**src/core/mid_pkg.sv**
```systemverilog
package mid_pkg;
    localparam int INSTR_W     = 16;
    localparam int DATA_W      = 8;
    localparam int MOD_W       = 4;
    localparam int SRC_IDX_W   = 4;
    localparam int DST_SUB_W   = 3;
    localparam int DST_IDX_W   = 5;
    localparam int PFX_W       = 2;
    localparam int FMT_BIT     = 15;
    localparam int SRC_LO      = 0;
    localparam int SRC_HI      = 7;
    localparam int SRC_MOD_LO  = 0;
    localparam int SRC_IDX_LO  = 4;
    localparam int DST_MOD_LO  = 8;
    localparam int DST_SUB_LO  = 12;
    localparam int PC_W        = 16;
    localparam int STACK_DEPTH = 4;
    localparam int SP_W        = 2;
    localparam int NUM_DP      = 3;
    localparam logic       FMT_IMM    = 1'b0;
    localparam logic [3:0] MOD_ACC    = 4'h9;
    localparam logic [3:0] MOD_PFX    = 4'hb;
    localparam logic [3:0] MOD_IP     = 4'hc;
    localparam logic [3:0] MOD_SP     = 4'hd;
    localparam logic [3:0] MOD_DP     = 4'hf;
    localparam logic [3:0] MOD_ALU    = 4'h8;
    localparam logic [3:0] IDX_PUSH   = 4'h0;
    localparam logic [3:0] IDX_CALL   = 4'h3;
    localparam logic [1:0] SP_RESET   = 2'h3;
    localparam logic [1:0] PFX_RESET  = 2'h0;
    localparam logic [PC_W-1:0] PC_RESET = 16'h0000;
    typedef enum logic [1:0] {DP_NONE, DP_PRE_INC, DP_POST_INC, DP_POST_DEC} mid_dp_mode_e;
endpackage : mid_pkg

```
**src/core/mid_dec_if.sv**
```systemverilog
`timescale 1ns/1ps
`default_nettype none
interface mid_dec_if;
    logic       srcIsImm;
    logic [3:0] srcModule;
    logic [3:0] srcIndex;
    logic [7:0] immValue;
    logic [3:0] dstModule;
    logic [2:0] dstSub;
    modport dec (output srcIsImm, srcModule, srcIndex, immValue, dstModule, dstSub);
    modport core (input srcIsImm, srcModule, srcIndex, immValue, dstModule, dstSub);
endinterface : mid_dec_if
`default_nettype wire

```
**src/core/mid_field_split.sv**
```systemverilog
`timescale 1ns/1ps
`default_nettype none
module mid_field_split (
    input  wire logic [15:0] instr,
    mid_dec_if.dec           fields
);
    // Format bit picks immediate or register source
    assign fields.srcIsImm  = (instr[mid_pkg::FMT_BIT] == mid_pkg::FMT_IMM);
    // Low byte source: module low nibble, index high nibble
    assign fields.immValue  = instr[mid_pkg::SRC_HI:mid_pkg::SRC_LO];
    assign fields.srcModule = instr[mid_pkg::SRC_MOD_LO +: mid_pkg::MOD_W];
    assign fields.srcIndex  = instr[mid_pkg::SRC_IDX_LO +: mid_pkg::SRC_IDX_W];
    // Destination always a register
    assign fields.dstModule = instr[mid_pkg::DST_MOD_LO +: mid_pkg::MOD_W];
    assign fields.dstSub    = instr[mid_pkg::DST_SUB_LO +: mid_pkg::DST_SUB_W];
endmodule : mid_field_split
`default_nettype wire

```
**src/core/move_instruction_decoder.sv**
```systemverilog
`timescale 1ns/1ps
`default_nettype none
module move_instruction_decoder (
    input  wire logic        clk,
    input  wire logic        sys_rst,
    input  wire logic [15:0] instrWord,
    input  wire logic [7:0]  srcReadData,
    input  wire logic [15:0] stackPushData,
    output logic      [15:0] fetchAddr,
    output logic             srcReadStrobe,
    output logic      [3:0]  srcModule,
    output logic      [3:0]  srcIndex,
    output logic             dstWriteStrobe,
    output logic      [3:0]  dstModule,
    output logic      [4:0]  dstIndex,
    output logic      [7:0]  dstWriteData,
    output logic             aluOpStrobe,
    output logic      [7:0]  accValue,
    output logic      [1:0]  stackLevelPointer,
    output logic      [15:0] stackTop,
    output logic      [1:0]  dpSelect,
    output logic             dpStepUp,
    output logic             dpStepDown,
    output logic             dpStepBefore
);
    mid_dec_if fields();

    mid_field_split u_split (
        .instr  (instrWord),
        .fields (fields.dec)
    );

    ////////////////////////////////////////////////////////////////////////////
    // Decode of the current word, all within one cycle
    logic [1:0]  destinationPrefixRegister;
    logic        prefixWrite;
    logic [7:0]  srcValue;
    logic [4:0]  next_dstIndex;
    logic        isPush;
    logic        isPop;
    logic [15:0] stackMem [mid_pkg::STACK_DEPTH];

    assign prefixWrite   = (fields.dstModule == mid_pkg::MOD_PFX);
    // Extended index: prefix bits above subindex
    assign next_dstIndex = {destinationPrefixRegister, fields.dstSub};
    // Any register may be the source operand
    assign srcValue      = fields.srcIsImm ? fields.immValue : srcReadData;
    assign isPush        = (fields.dstModule == mid_pkg::MOD_SP)
                           && (fields.dstSub == mid_pkg::IDX_PUSH[2:0]);
    assign isPop         = !fields.srcIsImm && (fields.srcModule == mid_pkg::MOD_SP)
                           && (fields.srcIndex == mid_pkg::IDX_PUSH);

    // Combinational handshake strobes: read for register sources only, write for all but prefix words
    assign srcReadStrobe  = !sys_rst && !fields.srcIsImm;
    assign srcModule      = fields.srcModule;
    assign srcIndex       = fields.srcIndex;
    assign dstWriteStrobe = !sys_rst && !prefixWrite;
    assign dstModule      = fields.dstModule;
    assign aluOpStrobe    = dstWriteStrobe && (fields.dstModule == mid_pkg::MOD_ALU);

    ////////////////////////////////////////////////////////////////////////////
    // Registered destination data and index
    always_ff @(posedge clk) begin
        if (sys_rst) begin
            dstIndex     <= '0;
            dstWriteData <= '0;
        end else begin
            dstIndex     <= next_dstIndex;
            dstWriteData <= srcValue;
        end
    end

    // Prefix holds for exactly the next word, then clears
    always_ff @(posedge clk) begin
        if (sys_rst) begin
            destinationPrefixRegister <= mid_pkg::PFX_RESET;
        end else if (prefixWrite) begin
            destinationPrefixRegister <= srcValue[mid_pkg::PFX_W-1:0];
        end else begin
            destinationPrefixRegister <= mid_pkg::PFX_RESET;
        end
    end

    // Program counter advances every cycle unless an IP write loads the source value
    always_ff @(posedge clk) begin
        if (sys_rst) begin
            fetchAddr <= mid_pkg::PC_RESET;
        end else if (fields.dstModule == mid_pkg::MOD_IP) begin
            fetchAddr <= {8'h00, srcValue};
        end else begin
            fetchAddr <= fetchAddr + 16'h0001;
        end
    end

    // Accumulator, 8 bits
    always_ff @(posedge clk) begin
        if (sys_rst) begin
            accValue <= '0;
        end else if (fields.dstModule == mid_pkg::MOD_ACC) begin
            accValue <= srcValue;
        end else if (aluOpStrobe) begin
            accValue <= accValue + srcValue;
        end
    end

    ////////////////////////////////////////////////////////////////////////////
    // Stack: pre-increment push, read-then-decrement pop
    always_ff @(posedge clk) begin
        if (sys_rst) begin
            stackLevelPointer <= mid_pkg::SP_RESET;
        end else if (isPush) begin
            stackLevelPointer <= stackLevelPointer + 2'h1;
        end else if (isPop) begin
            stackLevelPointer <= stackLevelPointer - 2'h1;
        end
    end

    for (genvar e = 0; e < mid_pkg::STACK_DEPTH; e++) begin : g_stack
        always_ff @(posedge clk) begin
            if (sys_rst) begin
                stackMem[e] <= '0;
            end else if (isPush && (stackLevelPointer + 2'h1) == 2'(e)) begin
                stackMem[e] <= stackPushData;
            end
        end
    end

    assign stackTop = stackMem[stackLevelPointer];

    ////////////////////////////////////////////////////////////////////////////
    // Data pointer auto-step control
    always_ff @(posedge clk) begin
        if (sys_rst) begin
            dpSelect     <= '0;
            dpStepUp     <= 1'b0;
            dpStepDown   <= 1'b0;
            dpStepBefore <= 1'b0;
        end else if (fields.dstModule == mid_pkg::MOD_DP) begin
            dpSelect     <= (fields.dstSub[1:0] < 2'(mid_pkg::NUM_DP)) ? fields.dstSub[1:0] : 2'h0;
            dpStepUp     <= (srcValue[1:0] == mid_pkg::DP_PRE_INC) || (srcValue[1:0] == mid_pkg::DP_POST_INC);
            dpStepDown   <= (srcValue[1:0] == mid_pkg::DP_POST_DEC);
            dpStepBefore <= (srcValue[1:0] == mid_pkg::DP_PRE_INC);
        end
    end
endmodule : move_instruction_decoder
`default_nettype wire

```
**config.mk**
```make
export PLATFORM = sky130hd
export DESIGN_NAME = move_instruction_decoder
export DESIGN_NICKNAME = d
export VERILOG_FILES = /design/src/core/mid_pkg.sv /design/src/core/mid_dec_if.sv /design/src/core/mid_field_split.sv /design/src/core/move_instruction_decoder.sv
export SDC_FILE = /design/constraint.sdc
export NUM_CORES = 1
export LEC_CHECK = 0
export ABC_AREA = 1
export BUFFER_PORTS_ARGS = -buffer_cell sky130_fd_sc_hd__buf_2
export CORE_MARGIN = 4
export CORE_UTILIZATION = 59
export DETAILED_ROUTE_END_ITERATION = 7
export PLACE_DENSITY = 0.85
export SYNTH_ARGS = -nofsm -noshare
export SYNTH_HDL_FRONTEND = slang
export SYNTH_HIERARCHICAL = 1
export SYNTH_SLANG_ARGS = --single-unit
```
**constraint.sdc**
```tcl
create_clock -name clk -period 2.9 [get_ports clk]
set_input_delay 0.145 -clock clk [delete_from_list [all_inputs] [get_ports clk]]
set_output_delay 0.145 -clock clk [all_outputs]
set_load 0.03 [all_outputs]
```
==> Yosys cells after proc, flatten, opt, wreduce, memory -nomap -nowiden <==
Memories as Yosys holds them, arrays and structs flattened. A register that Yosys moved wholly into a read port is not among the register bits.
Index checks and enable logic that the tools add are counted.
{ "classes": {"n_addsub": 4, "order_cmp": 1, "eq_ne": 13, "muxes": 27, "bitwise_logic": 5, "reduce_logical": 20} }
{ "ops": {"columns": ["cell", "n"], "rows": [
  ["$mux W16", 4],
  ["$mux W8", 4],
  ["$eq A4 B4 Y1 const B", 7],
  ["$add A16 B1 Y16 const B", 1],
  ["$mux W1", 14],
  ["$logic_and A1 B1 Y1", 10],
  ["$mux W2", 5],
  ["$add A8 B8 Y8", 1],
  ["$eq A2 B2 Y1 const B", 4],
  ["$eq A2 B1 Y1 const B", 2],
  ["$logic_not A4 Y1", 1],
  ["$or A1 B1 Y1", 4],
  ["$reduce_bool A2 Y1", 2],
  ["$reduce_or A2 Y1", 2],
  ["$logic_not A3 Y1", 1],
  ["$add A2 B1 Y2 const B", 1],
  ["$logic_not A1 Y1", 2],
  ["$logic_not A2 Y1", 1],
  ["$lt A2 B2 Y1 const B", 1],
  ["$sub A2 B1 Y2 const B", 1],
  ["$logic_or A1 B1 Y1", 1],
  ["$not A1 Y1", 1]
]} }
{ "word_totals": {"ff_bits": 46, "ramBits": 64, "inputBits": 42, "output_inout_bits": 75, "wordCells": 82, "mem_count": 1} }
{ "mem_list": {"columns": ["name", "words", "word_bits", "rd", "rd_ports_with_merged_regs", "write_ports", "line_no", "rtl"], "rows": [
  ["stackMem", 4, 16, 1, 1, 4, "move_instruction_decoder.sv:41", "logic [15:0] stackMem [mid_pkg::STACK_DEPTH];"]
]} }

==> Depth between registers and ports, before layout <==
Gate-level depths: netlist of run 1.
{ "depth": {"depth_word": 7, "depth_mapped": 14, "mapped_depth_nobuf": 14} }

==> By module <==
Netlist of run 1, hierarchy kept.
{ "modules_own_cells": {"columns": ["mod", "n_inst", "cells_each", "area_per_inst_um2", "seq_area_each_um2"], "rows": [
  ["move_instruction_decoder", 1, 600, 5298.8, 2882.8],
  ["mid_field_split", 1, 24, 176.4, 0.0]
]} }

==> Worst setup path after synthesis of run 1 <==
No wires, ideal clock.
{ "synth_timing": {"path_type": "in2reg", "from": "input port instrWord[15]", "to": "register accValue[6]", "arrival_time_ns": 1.674, "required_ns": 2.787, "slack_ns": 1.112, "cell_stages": 14, "path_buffers": 1, "cell_sequence": "inv_1 > buf_2 > nand2_1 > nand2_1 > ha_1 > inv_1 > fa_1 > nand3b_1 > nand2_1 > nand2_1 > nand2_1 > nand2_1 > nand3_1 > nand2_1"} }
{ "synth_via": {"elab_chain_cells": 4} }
{ "synth_lines": {"columns": ["item", "line_no", "rtl"], "rows": [
  ["start, declared", "move_instruction_decoder.sv:6", "input wire logic [15:0] instrWord,"],
  ["$mux W8", "move_instruction_decoder.sv:47", "assign srcValue = fields.srcIsImm ? fields.immValue : srcReadData;"],
  ["named net srcValue[0]", "move_instruction_decoder.sv:37", "logic [7:0] srcValue;"],
  ["$add A8 B8 Y8", "move_instruction_decoder.sv:102", "accValue <= accValue + srcValue;"],
  ["$mux W8", "move_instruction_decoder.sv:101", "end else if (aluOpStrobe) begin"],
  ["$mux W8", "move_instruction_decoder.sv:99", "end else if (fields.dstModule == mid_pkg::MOD_ACC) begin"],
  ["end signal, assigned", "move_instruction_decoder.sv:100", "accValue <= srcValue;"],
  ["end signal, assigned", "move_instruction_decoder.sv:102", null],
  ["end, declared", "move_instruction_decoder.sv:18", "output logic [7:0] accValue,"]
]} }
The timed path passes the listed nets, and every way through them passes these cells. The select of a mux whose other input is x is not followed.
A chain may end at the register's enable or synchronous reset.

==> flow_summary_export.csv, run 1 <==
group,metric,value,unit
sta,finClkSkew,0.00976,ns
worst_setup_path,worstPathRequired,2.76,ns
synth,synth_area_per_cell,8.77,um2
worst_setup_path,crit_family,"buffers and inverters",
clock_network,hold_buffers,2,
clock_network,cts_buffer_depth,2,
worst_setup_path,worst-path-stages,4,
grt,grt_pass1_vias,4461,
power,p_per_area,498,mW/mm2
cells_and_area,area_growth,11.7,%
clock_network,path_clk_slew,0.11,ns
synth,yosys_warnings,6,
grt,grt_max_degree,33,
die,die_height,104,um
sta,fin_ws,0.756,ns
cells_and_area,drive_gt1_frac,0.227,
worst_setup_path,reg2regPathDepth,4,
synth,synth_top_area_share,0.351,
synth,ys_seq_area_frac,0.527,
power,leakagePower,2.87,nW
synth,synthTopCellsByArea,"edfxtp_1, dfxtp_1, nor2_1",
cells_and_area,fill_cells,696,
cells_and_area,stdcell_area,0.00612,mm2
clock_network,cts_htree_levels,3,
worst_setup_path,cp_max_fo,32,
worst_hold_path,hold_depth,3,
detailed_routing,route.detailed.drc,0,
worst_setup_path,endpoint_kind,"output port",
sta,max_slew_margin,0.407,
power,power,3.04,mW
placement,place_ws,0.577,ns
sta,max_clock_freq,466,MHz
detailed_routing,post_drt_wl_per_cell,15.6,um
die,rows,34,
sta,hold_viol,0,
clock_network,postCtsSetupRepairBufs,0,
sta,fin_crit_sh,0.739,
sta,drv_slew,0,
outcome,status,"complete, no violations",
cells_and_area,final_cell_mix,"nor2_1, buf_2, inv_1, nand2_1, edfxtp_1",
die,coreArea,0.00889,mm2
die,initial_core_util,0.616,
cells_and_area,antenna_cells,0,
synth,synth_top_area_cell,"edfxtp_1",
detailed_routing,postRouteAntennaNets,0,
clock_network,tritoncts,"built",
grt,grt.total_usage,0.241,
placement,place.port_buffers,116,
clock_network,root_buffer,"clkbuf_8",
worst_setup_path,critPathKind,"flip-flop to output port",
synth,syn_area,0.00548,mm2
sta,worst_pin_slew,0.888,ns
worst_hold_path,holdCritPathClass,"input pin to flip-flop",
worst_setup_path,cp_slowest_cell,"inv_1",
detailed_routing,dr_wl_met2,6.57,mm
clock_network,clock_latency,0.36,ns
job,drv_cap,0,
synth,synth_fp_nets,681,
detailed_routing,wirelength_met1,5.34,mm
worst_setup_path,crit_chain,"inv_1 -> o21ai_0 -> o22ai_1 -> buf_2",
die,die_area,0.0109,mm2
sta,tns,0,ns
placement,placed_area,0.00592,mm2
power,ir_drop,0.324,mV
cells_and_area,nets,770,
grt,overflow,0,
grt,antenna_found_initial,0,
placement,gp_congestion,0.890,
detailed_routing,viasPerCell,5.50,
synth,ys_ff_latch,112,
die,io_pins,117,
placement,dp_hpwl,9.12,mm
detailed_routing,met3_length,765,um
clock_network,cts_inserted_buffers,9,
sta,setup_viol,0,
worst_setup_path,max_stage_delay,0.64,ns
die,die_w,104,um
synth,netlist_instances,624,
worst_setup_path,path_buf_inv,2,
detailed_routing,initialDrtViolationCount,304,
grt,grt_pass1_wl,21.4,mm
sta,grt_setup_unrepaired,"false",
synth,ys_types,37,
detailed_routing,num_vias,4539,
clock_network,clock_sinks,112,
worst_setup_path,r2r_start,"stackLevelPointer[0]",
worst_hold_path,hold_start,"instrWord[13]",
detailed_routing,wl,12.9,mm
clock_network,cts-resized-gates,0,
sta,layout_min_cycle_time,2.14,ns
worst_setup_path,worstPathArrival,2.00,ns
detailed_routing,first_pass_iters,5,
detailed_routing,highest_layer,"met4",
worst_setup_path,startpoint_type,"flip-flop",
## cell usage after synthesis (all sizes together)
cell / count
nor4: 2
o21bai: 1
edfxtp: 64
nor3: 8
clkbuf: 9
inv: 86
nand3b: 2
clkinv: 1
ha: 14
nand2: 81
nand4: 7
o211a: 1
o31ai: 2
xnor2: 2
nand3: 32
o221ai: 1
o21ai: 52
nor2: 128
o22ai: 19
a22oi: 1
buf: 33
xor2: 4
a21oi: 21
fa: 1
dfxtp: 48
or2: 4
## worst paths after layout
check | to | slack [ns]
worst max-delay path | stackTop[7] | 0.76
worst min-delay path | dstIndex[1] | 0.03
worst max register to register | stackMem[3][6] | 1.13
worst min register to register | dstIndex[3] | 0.42
## worst register-to-register path, cell delays in order, from the launching register on
cell and delay, ns:
dfxtp_1 0.42, inv_1 0.11, ha_1 0.25, nand2_1 0.08, nand2_1 0.48
## kinds of logic after synthesis
logic type	after synthesis	share of synthesized area
and+or+nand+nor	264	0.217
xor gates and xnor gates	6	0.00960
AOI/OAI and AO/OA	98	0.0973
DFF	112	0.527
adders and majority gates	15	0.0356
buffers and inverters	129	0.114
## flip-flops by register name (all words and copies together), names as in the netlist, named ones only
register,count
accValue,8
destinationPrefixRegister,2
dpSelect,2
dpStepBefore,1
dpStepDown,1
dpStepUp,1
dstIndex,5
dstWriteData,8
fetchAddr,16
stackLevelPointer,2
stackMem,64
## layer usage
| metal | track usage | vias up |
|---|---|---|
| met5 | 0 | - |
| met4 | 0.0722 | 0 |
| met3 | 0.0397 | 26 |
| met2 | 0.424 | 180 |
| met1 | 0.305 | 2139 |
| li1 | - | 2194 |
## through the flow
step	util	std cells	hold slack [ns]
2_1_floorplan	-	624	0.322
3_3_place_gp	0.666	808	0.369
3_5_place_dp	0.666	808	0.379
4_1_cts	0.688	826	0.0159
5_1_grt	0.688	826	0.0288
6_report	0.688	826	0.0299
## cell type report
class                      instances  area, um2  area share
sequential                       112       2880       0.471
tap                              108        135      0.0221
timing repair buffer             120        616       0.101
clock buffer                       9        124      0.0203
multi-input combinational        383       1970       0.322
inverter                          87        337      0.0550
clock inverter                     7       52.6     0.00859
## report_power, final
part           switching (mW)  internal (mW)
clock network           0.547          0.321
logic                   0.288          0.118
registers              0.0353           1.73
total                   0.870           2.17
(Power assumes the default switching activity.)
==> run 2: changes to the inputs <==
- ABC_AREA: 1 -> 0
- CORE_UTILIZATION: 59 -> 49
- PLACE_DENSITY: 0.85 -> 0.76
- clock period: 2.9 -> 1.9 ns (I/O delays scaled with it)
==> flow_summary_export.csv, run 2 <==
group,metric,value,unit
placement,placed_area,0.00625,mm2
sta,layout_min_cycle_time,1.95,ns
grt,busiest_layer,"met2",
synth,synthMuxAreaShare,0.0909,
worst_setup_path,startpoint_type,"flip-flop",
cells_and_area,regMostFlops,"stackMem",
outcome,violations,"setup timing",
clock_network,path_clk_slew,0.11,ns
outcome,status,"finished with violations",
synth,synth_top_area_cell,"edfxtp_1",
clock_network,root_buffer,"clkbuf_8",
die,coreArea,0.0105,mm2
cells_and_area,stdcell_area,0.00654,mm2
synth,synth_top_family_by_area,"simple AND/OR/NAND/NOR gates",
worst_hold_path,holdCritPathClass,"input pin to flip-flop",
worst_setup_path,critPathKind,"flip-flop to flip-flop",
clock_network,tritoncts,"built",
clock_network,cts_buffer_depth,2,
cells_and_area,final_cell_mix,"buf_2, and3_1, edfxtp_1, dfxtp_1, nor2_1",
sta,max_slew_margin,0.708,
grt,grt_max_degree,65,
grt,grt_pass1_vias,4016,
die,die_height,112,um
die,rows,37,
power,power,4.83,mW
synth,synth_common_cells,"and3_1, edfxtp_1, dfxtp_1",
synth,synth-compound-area-share,0.0651,
sta,worst_pin_slew,0.438,ns
detailed_routing,route.detailed.drc,0,
cells_and_area,drive_gt1_frac,0.375,
placement,place.port_buffers,116,
clock_network,cts_htree_levels,3,
cells_and_area,nets,633,
synth,synth-simple-area-share,0.182,
detailed_routing,wl,12.6,mm
die,die_w,112,um
synth,ys_types,46,
synth,syn_area,0.00534,mm2
synth,synthFlopType,"edfxtp_1",
grt,grt_use_met1,0.248,
cells_and_area,fill_cells,840,
grt,grt_pass1_wl,20.5,mm
sta,setup_viol,1,
grt,overflow,0,
placement,dp_hpwl,8.75,mm
synth,ys_ff_latch,112,
sta,drv_slew,0,
worst_setup_path,worstPathRequired,2.19,ns
synth,yosys_warnings,6,
grt,antenna_found_initial,0,
die,initial_core_util,0.510,
grt,met2_usage,0.361,
synth,synth_fp_nets,510,
detailed_routing,postRouteAntennaNets,0,
cells_and_area,layout_commonest_cell,"buf_2",
sta,fin_crit_sh,1.03,
die,io_pins,117,
sta,fin_ws,-0.0500,ns
detailed_routing,first_pass_iters,4,
cells_and_area,largest_reg_flops,64,
synth,ys_seq_area_frac,0.540,
worst_hold_path,hold_depth,2,
clock_network,cts_inserted_buffers,9,
power,p_per_area,739,mW/mm2
clock_network,clock_latency,0.36,ns
placement,gp_congestion,0.886,
cells_and_area,antenna_cells,0,
sta,finClkSkew,0.00674,ns
synth,synth_adder_area_share,0.0366,
detailed_routing,num_vias,3981,
sta,hold_viol,0,
worst_setup_path,endpoint_kind,"flip-flop",
worst_setup_path,reg2regPathDepth,8,
placement,place_ws,-0.226,ns
sta,max_clock_freq,513,MHz
cells_and_area,largest_registers,"stackMem: 64 flops, fetchAddr: 16 flops",
grt,grtUsageMet3,0.0415,
synth,synth_xor_xnor_area_share,0.0246,
detailed_routing,viasPerCell,5.55,
job,drv_cap,0,
synth,async_reset_ff_frac,0,
synth,synth_top_area_share,0.360,
power,leakagePower,2.98,nW
cells_and_area,area_growth,22.5,%
worst_setup_path,cp_max_fo,4,
power,ir_drop,0.489,mV
detailed_routing,post_drt_wl_per_cell,17.6,um
synth,synth-edff-count,64,
worst_setup_path,crit_chain,"buf_6 -> ha_4 -> a211oi_2 -> nor2_1 -> a41o_1 -> nor4b_2 -> o21ai_1 -> a31oi_1",
sta,grt_setup_unrepaired,"true",
worst_setup_path,worstPathArrival,2.24,ns
synth,yosysMostFrequentCell,"and3_1",
clock_network,clock_sinks,112,
synth,netlist_instances,453,
grt,grt.total_usage,0.202,
die,die_area,0.0126,mm2
synth,synthTopCellsByArea,"edfxtp_1, dfxtp_1, and3_1",
synth,synth_area_per_cell,11.8,um2
worst_setup_path,max_stage_delay,0.38,ns
cells_and_area,fin_util,0.625,
worst_setup_path,cp_slowest_cell,"dfxtp_4",
detailed_routing,initialDrtViolationCount,197,
==> run 2: changes by cell type after synthesis, sizes merged, moves of 26 or more <==
cell	change
nor2	-89
inv	-77
nand2	-68
and3	+66
o21ai	-42
nand3	-26
==> run 2: through the flow <==
stage | hold WS, ns | std cells | setup TNS, ns
floorplan | 0.253 | 453 | -0.0527
global placement | 0.337 | 695 | -0.383
detailed placement | 0.347 | 695 | -0.656
CTS | 0.0438 | 714 | 0
global route | 0.0390 | 717 | -0.208
finish | 0.0668 | 717 | -0.0500
==> run 2: kinds of logic after synthesis <==
logic type | after synthesis
XOR/XNOR | 15
buffers and inverters | 58
AND/OR/NAND/NOR | 172
multiplexers | 28
adder cells (fa/ha/maj) | 15
flip-flops | 112
AO/OA/AOI/OAI | 53
==> run 2: power by group <==
| part | internal, mW | leakage, nW | switching, mW | total, mW |
|---|---|---|---|---|
| logic | 0.281 | 1.83 | 0.415 | 0.696 |
| registers | 2.63 | 1.05 | 0.0408 | 2.68 |
| clock network | 0.627 | 0.0969 | 0.832 | 1.46 |
| total | 3.54 | 2.98 | 1.29 | 4.83 |
==> run 2: layer usage <==
layer / vias to the layer above / share of wire
met5: - / 0
met4: 0 / 0.019
met3: 22 / 0.064
met2: 152 / 0.51
met1: 1912 / 0.40
li1: 1895 / -
==> run 2: path summary, 6_finish.rpt <==
check,from,endpoint,slack [ns]
max,accValue[1],accValue[7],-0.05
max reg2reg,accValue[1],accValue[7],-0.05
min,stackPushData[9],stackMem[2][9],0.07
min reg2reg,destinationPrefixRegister[0],dstIndex[3],0.45
==> run 2: worst max-delay path: cells and delay by family, from the launching register on <==
family	cells	cell delay [ns]
flops	1	0.38
buf+inv	1	0.12
fa+ha+maj	1	0.21
compound gates	4	0.76
simple gates	2	0.42
==> run 2: final cells by class <==
| class | count | area [um2] | share of cell area |
|---|---|---|---|
| multi-input combinational | 283 | 2220 | 0.340 |
| tap | 136 | 170 | 0.0260 |
| clock buffer | 9 | 124 | 0.0189 |
| inverter | 9 | 46.3 | 0.00708 |
| sequential | 112 | 2890 | 0.442 |
| timing repair buffer | 161 | 1000 | 0.154 |
| clock inverter | 7 | 80.1 | 0.0122 |
==> run 2: repair_timing <==
action,CTS,global route
pin swaps,1,10
hold buffers,3,0
setup buffers,0,3
hold endpoints to repair,3,0
endpoints found under the setup margin,2,3
resized for setup,4,6
